[src/ana_cfg.svh]
// constants of the auto-negotiation advertisement register block
`ifndef ANA_CFG_SVH
`define ANA_CFG_SVH
`define ANA_ADDR_W      8
`define ANA_IDX_LSB     2
`define ANA_IDX_W       6
`define ANA_IDX_CTRL    6'h00
`define ANA_IDX_ADV     6'h04
`define ANA_BIT_RESTART 9
`define ANA_BIT_100F    8
`define ANA_BIT_100H    7
`define ANA_BIT_10F     6
`define ANA_BIT_10H     5
`define ANA_ABIL_LSB    5
`define ANA_SEL_HI      4
`define ANA_SEL_VALUE   5'h01
`define ANA_ABIL_RST    4'hF
`define ANA_UPPER_ZERO  7'h00
`define ANA_HI_ZERO     16'h0000
`define ANA_RESP_OKAY   2'h0
`define ANA_RESP_SLVERR 2'h2
`endif

[src/ana_pkg.sv]
// types of the auto-negotiation advertisement register block
`include "ana_cfg.svh"
package ana_pkg;
  typedef struct packed {
    logic                   awvalid;
    logic [`ANA_ADDR_W-1:0] awaddr;
    logic [2:0]             awprot;
    logic                   wvalid;
    logic [31:0]            wdata;
    logic [3:0]             wstrb;
    logic                   bready;
    logic                   arvalid;
    logic [`ANA_ADDR_W-1:0] araddr;
    logic [2:0]             arprot;
    logic                   rready;
  } ana_axi_req_s;

  typedef struct packed {
    logic        awready;
    logic        wready;
    logic        bvalid;
    logic [1:0]  bresp;
    logic        arready;
    logic        rvalid;
    logic [31:0] rdata;
    logic [1:0]  rresp;
  } ana_axi_rsp_s;

  typedef enum logic [1:0] {
    ANA_SEL_NONE = 2'b00,
    ANA_SEL_CTRL = 2'b01,
    ANA_SEL_ADV  = 2'b10
  } ana_sel_e;

  typedef struct packed {
    logic                   aw_have;
    logic [`ANA_ADDR_W-1:0] aw_addr;
    logic                   w_have;
    logic [31:0]            w_data;
    logic [3:0]             w_strb;
    logic                   bvalid;
    logic [1:0]             bresp;
    logic                   rvalid;
    logic [31:0]            rdata;
    logic [1:0]             rresp;
    logic [3:0]             abil;
    logic                   restart;
  } ana_state_s;
endpackage

[src/ana_advertise.sv]
// auto-negotiation advertisement register bank behind an AXI4-Lite slave
// Behaviour
// - 100TX full-duplex bit 8, read/write, resets 1
// - bit 8 set advertises 100TX full duplex
// - 10T full-duplex bit 6, read/write, resets 1
// - 10T half-duplex bit 5, read/write, resets 1
// - selector bits 4:0 read-only, fixed 0x01
`include "ana_cfg.svh"
module ana_advertise
  import ana_pkg::*;
(
  input  wire logic         aclk,                // 20 MHz bus clock
  input  wire logic         aresetn,             // synchronous reset, active low
  input  wire ana_axi_req_s s_axi_req,           // AXI4-Lite master to slave
  output ana_axi_rsp_s      s_axi_rsp,           // AXI4-Lite slave to master
  output logic [15:0]       autoneg_advertisement, // base page word to the negotiation engine
  output logic              restart_negotiation, // restart request, held until acknowledged
  input  wire logic         restart_ack          // engine took the restart, same clock
);

  ana_state_s st_q;
  ana_state_s st_d;

  function automatic ana_sel_e decode(input logic [`ANA_ADDR_W-1:0] addr);
    logic [`ANA_IDX_W-1:0] idx;
    idx = addr[`ANA_ADDR_W-1:`ANA_IDX_LSB];
    if (idx == `ANA_IDX_CTRL) begin
      decode = ANA_SEL_CTRL;
    end else if (idx == `ANA_IDX_ADV) begin
      decode = ANA_SEL_ADV;
    end else begin
      decode = ANA_SEL_NONE;
    end
  endfunction

  logic     aw_hs;
  logic     w_hs;
  logic     ar_hs;
  logic     commit;
  ana_sel_e wsel;
  ana_sel_e rsel;
  logic [15:0] ctrl_word;

  // the bit fields sit in place; upper bits of this slice are outside the block and read zero
  assign autoneg_advertisement = {`ANA_UPPER_ZERO, st_q.abil, `ANA_SEL_VALUE};
  assign restart_negotiation   = st_q.restart;
  assign ctrl_word             = 16'(st_q.restart) << `ANA_BIT_RESTART;

  // one write and one read in flight; address and data may arrive in either order
  assign s_axi_rsp.awready = ~st_q.aw_have & ~st_q.bvalid;
  assign s_axi_rsp.wready  = ~st_q.w_have & ~st_q.bvalid;
  assign s_axi_rsp.arready = ~st_q.rvalid;
  assign s_axi_rsp.bvalid  = st_q.bvalid;
  assign s_axi_rsp.bresp   = st_q.bresp;
  assign s_axi_rsp.rvalid  = st_q.rvalid;
  assign s_axi_rsp.rdata   = st_q.rdata;
  assign s_axi_rsp.rresp   = st_q.rresp;

  assign aw_hs  = s_axi_req.awvalid & s_axi_rsp.awready;
  assign w_hs   = s_axi_req.wvalid & s_axi_rsp.wready;
  assign ar_hs  = s_axi_req.arvalid & s_axi_rsp.arready;
  assign commit = st_q.aw_have & st_q.w_have & ~st_q.bvalid;
  assign wsel   = decode(st_q.aw_addr);
  assign rsel   = decode(s_axi_req.araddr);

  always_comb begin
    st_d = st_q;
    if (aw_hs) begin
      st_d.aw_have = 1'b1;
      st_d.aw_addr = s_axi_req.awaddr;
    end
    if (w_hs) begin
      st_d.w_have = 1'b1;
      st_d.w_data = s_axi_req.wdata;
      st_d.w_strb = s_axi_req.wstrb;
    end
    // engine ack clears the request, but a new software restart in the same cycle wins
    if (restart_ack) begin
      st_d.restart = 1'b0;
    end
    if (commit) begin
      st_d.aw_have = 1'b0;
      st_d.w_have  = 1'b0;
      st_d.bvalid  = 1'b1;
      st_d.bresp   = `ANA_RESP_OKAY;
      case (wsel)
        ANA_SEL_ADV: begin
          // bit 8 rides byte lane 1, bits 7:5 byte lane 0; selector ignores writes
          if (st_q.w_strb[1]) begin
            st_d.abil[3] = st_q.w_data[`ANA_BIT_100F];
          end
          if (st_q.w_strb[0]) begin
            st_d.abil[2] = st_q.w_data[`ANA_BIT_100H];
            st_d.abil[1] = st_q.w_data[`ANA_BIT_10F];
            st_d.abil[0] = st_q.w_data[`ANA_BIT_10H];
          end
        end
        ANA_SEL_CTRL: begin
          if (st_q.w_strb[1] && st_q.w_data[`ANA_BIT_RESTART]) begin
            st_d.restart = 1'b1;
          end
        end
        default: begin
          st_d.bresp = `ANA_RESP_SLVERR;
        end
      endcase
    end
    if (st_q.bvalid && s_axi_req.bready) begin
      st_d.bvalid = 1'b0;
    end
    if (st_q.rvalid && s_axi_req.rready) begin
      st_d.rvalid = 1'b0;
    end
    if (ar_hs) begin
      st_d.rvalid = 1'b1;
      st_d.rresp  = `ANA_RESP_OKAY;
      case (rsel)
        ANA_SEL_ADV: begin
          st_d.rdata = {`ANA_HI_ZERO, autoneg_advertisement};
        end
        ANA_SEL_CTRL: begin
          st_d.rdata = {`ANA_HI_ZERO, ctrl_word};
        end
        default: begin
          st_d.rdata = 32'h00000000;
          st_d.rresp = `ANA_RESP_SLVERR;
        end
      endcase
    end
  end

  always_ff @(posedge aclk) begin
    if (!aresetn) begin
      st_q         <= '0;
      st_q.abil    <= `ANA_ABIL_RST;
    end else begin
      st_q <= st_d;
    end
  end

  logic adv_wr;
  logic adv_wr_hi;
  logic restart_wr;
  assign adv_wr     = commit && (wsel == ANA_SEL_ADV);
  assign adv_wr_hi  = adv_wr && st_q.w_strb[1];
  assign restart_wr = commit && (wsel == ANA_SEL_CTRL) && st_q.w_strb[1] && st_q.w_data[`ANA_BIT_RESTART];
endmodule

[config.mk]
export PLATFORM = sky130hd
export DESIGN_NAME = ana_advertise
export DESIGN_NICKNAME = d
export VERILOG_FILES = /design/src/ana_pkg.sv /design/src/ana_advertise.sv
export VERILOG_INCLUDE_DIRS = /design/src
export SDC_FILE = /design/constraint.sdc
export NUM_CORES = 1
export LEC_CHECK = 0
export BUFFER_PORTS_ARGS = -buffer_cell sky130_fd_sc_hd__buf_4
export CAP_MARGIN = 20
export CORE_UTILIZATION = 43
export DETAILED_ROUTE_END_ITERATION = 10
export PLACE_DENSITY = 0.91
export SLEW_MARGIN = 25
export SYNTH_ARGS = -nofsm -noshare
export SYNTH_HDL_FRONTEND = slang
export SYNTH_SLANG_ARGS = --single-unit
[constraint.sdc]
create_clock -name aclk -period 2.8 [get_ports aclk]
set_clock_uncertainty 0.15 [all_clocks]
set_input_delay 0.56 -clock aclk [delete_from_list [all_inputs] [get_ports aclk]]
set_output_delay 0.56 -clock aclk [all_outputs]
set_load 0.005 [all_outputs]
==> results.json <==
{
  "layout_common_cells": "46 x buf_4, 40 x conb_1, 30 x dfxtp_1, 21 x nor2_1, 14 x mux2i_1",
  "syn_area_mm2": 0.00161,
  "avgSynthCellArea_um2": 8.83,
  "status": "finished, final reports clean",
  "port_buffers": 44,
  "overflow": 0,
  "yosysTopAreaCellShare_pct": 37.4,
  "grt_usage_pct": 14.3,
  "cpPeakStageDelay_ns": 0.52,
  "ys_ff_latch": 30,
  "cts_setup_buffers": 0,
  "cts_buffer_depth": 2,
  "initial_utilization_pct": 46.4,
  "grt_pass1_vias": 985,
  "hold_viol": 0,
  "diodes": 0,
  "cts_root_buf": "clkbuf_8",
  "leakagePower_nw": 0.861,
  "vias": 1152,
  "finalSetupViolCount": 0,
  "numCtsBuffers": 5,
  "period_share_pct": 61.9,
  "vias_per_cell": 4.43,
  "holdBufCountCts": 0,
  "dieHeight_um": 63.1,
  "grt_max_degree": 23,
  "insertion_delay_ns": 0.27,
  "path_clk_slew_ns": 0.06,
  "synth.distinct_cells": 28,
  "synth-seq-area-share_pct": 37.4,
  "rows": 21,
  "yosysTopAreaCell": "dfxtp_1",
  "required_ns": 2.09,
  "grt_pass1_wl_um": 4370,
  "path_cells": "nor2_1 -> buf_4",
  "wl_per_cell_um": 10.3,
  "yosysWarnings": 0,
  "rrSetupSlack_ns": 1.28,
  "final_common_cell": "buf_4",
  "layout-drive-gt1-share_pct": 27.1,
  "hold_path_class": "reg2reg",
  "utilization_pct": 52.3,
  "fin_nets": 279,
  "cp.arrival_ns": 1.02,
  "synth_area_leaders": "dfxtp_1 37%, buf_4 25%, mux2i_1 8.7%",
  "dpl.hpwl_um": 2180,
  "fmax_ghz": 0.577,
  "gp_congestion": 0.689,
  "rsz0062_at_grt": "false",
  "finalCriticalPeriod_ns": 1.73,
  "drc_errors": 0,
  "synth_cells": 182,
  "worstSetupStartpointType": "flip-flop",
  "cts_sinks": 30,
  "boundaryPins": 124,
  "cap_violations": 0,
  "vdd_drop_max_uv": 379,
  "fillers": 346,
  "p_per_area_mw_per_mm2": 527,
  "worstMarginPinSlew_ns": 0.628,
  "area_delta_synth_final_pct": 12.8,
  "path_class": "reg2out",
  "cts_tree": "done",
  "core_area_mm2": 0.00347,
  "critPathCaptureType": "output pin",
  "drt_iter0_drc": 50,
  "dr.pass1.iters": 4,
  "chipWidth_um": 63.1,
  "cp_max_fo": 8,
  "cts-htree-levels": 2,
  "cts_resized": 0,
  "tns_ns": 0,
  "die-area_mm2": 0.00399,
  "slew_headroom_pct": 58.1,
  "critPathSlowestCell": "dfxtp_1",
  "drv_slew": 0,
  "final_antenna_net_count": 0,
  "wirelength_um": 2690,
  "antenna_found_initial": 0
}
per-stage QoR:
step                instance area (um^2)  setup WS (ns)  std cells  hold WS, ns  power, W
floorplan                           1750           1.36        220        0.282  0.000605
global placement                    1720           1.15        252        0.298  0.000613
detailed placement                  1720           1.13        252        0.306  0.000619
CTS                                 1810           1.06        260        0.314  0.000961
global route                        1810           1.01        260        0.349   0.00101
finish                              1810           1.07        260        0.307  0.000955
cell usage after synthesis, drive strengths merged:
cell,instances
or2,1
nand3b,1
nand2,8
o21ai,4
or3,1
conb,2
nor4,1
a21oi,5
and2,1
nor4b,1
clkbuf,4
inv,3
o41ai,3
buf,56
a221oi,1
nand4,5
nand4b,1
dfxtp,30
nand2b,4
nand3,8
nor2b,2
and4bb,1
nor3,1
mux2i,14
a211oi,1
nor2,21
nor3b,2
state kept, by name, indices dropped and copies added, names as in the netlist:
register	cells
st_q	15
s_axi_rsp	10
autoneg_advertisement	4
restart_negotiation	1
area by class of cell:
type	instances	area, um^2	share of cell area (%)
timing repair buffer	46	345	19.0
tap	46	57.6	3.17
sequential	30	601	33.1
clock buffer	7	86.3	4.76
multi-input combinational	127	708	39.0
inverter	3	11.3	0.621
clock inverter	1	5.00	0.276
worst max-delay path: cells and delay by family, from the launching register on:
kind	cells	cell delay, ns
flops	1	0.52
buf+inv	1	0.14
simple gates	1	0.09
logic make-up after synthesis:
| family | share of synthesized area [%] |
|---|---|
| AOI/OAI and AO/OA | 5.45 |
| muxes | 8.72 |
| buffers and inverters | 27.5 |
| and+or+nand+nor | 20.5 |
| other | 0.467 |
| DFF | 37.4 |
power breakdown:
| part | internal, W | total [W] | switching [W] |
|---|---|---|---|
| Sequential | 0.000448 | 0.000468 | 0.0000195 |
| Clock | 0.000198 | 0.000347 | 0.000149 |
| Combinational | 0.0000730 | 0.000141 | 0.0000677 |
| Total | 0.000719 | 0.000955 | 0.000236 |
per-layer routing:
layer	vias to the layer above	global-route usage, %	share of wire [%]
met1	518	16.2	42
met4	0	5.23	0.78
met3	4	5.98	7.3
li1	579	-	-
met2	51	23.8	50
met5	-	0	0
final timing paths:
path,depth (start not counted),end,from
worst max-delay path,2,s_axi_rsp[40],s_axi_rsp[38]$_SDFFE_PP0P_
worst min register to register,2,s_axi_rsp[7]$_SDFFE_PN0P_,s_axi_rsp[7]$_SDFFE_PN0P_
worst min-delay path,2,s_axi_rsp[7]$_SDFFE_PN0P_,s_axi_rsp[7]$_SDFFE_PN0P_
worst max register to register,3,autoneg_advertisement[5]$_SDFFE_PN1P_,s_axi_rsp[38]$_SDFFE_PP0P_
Power figures use the tool's default switching activity.
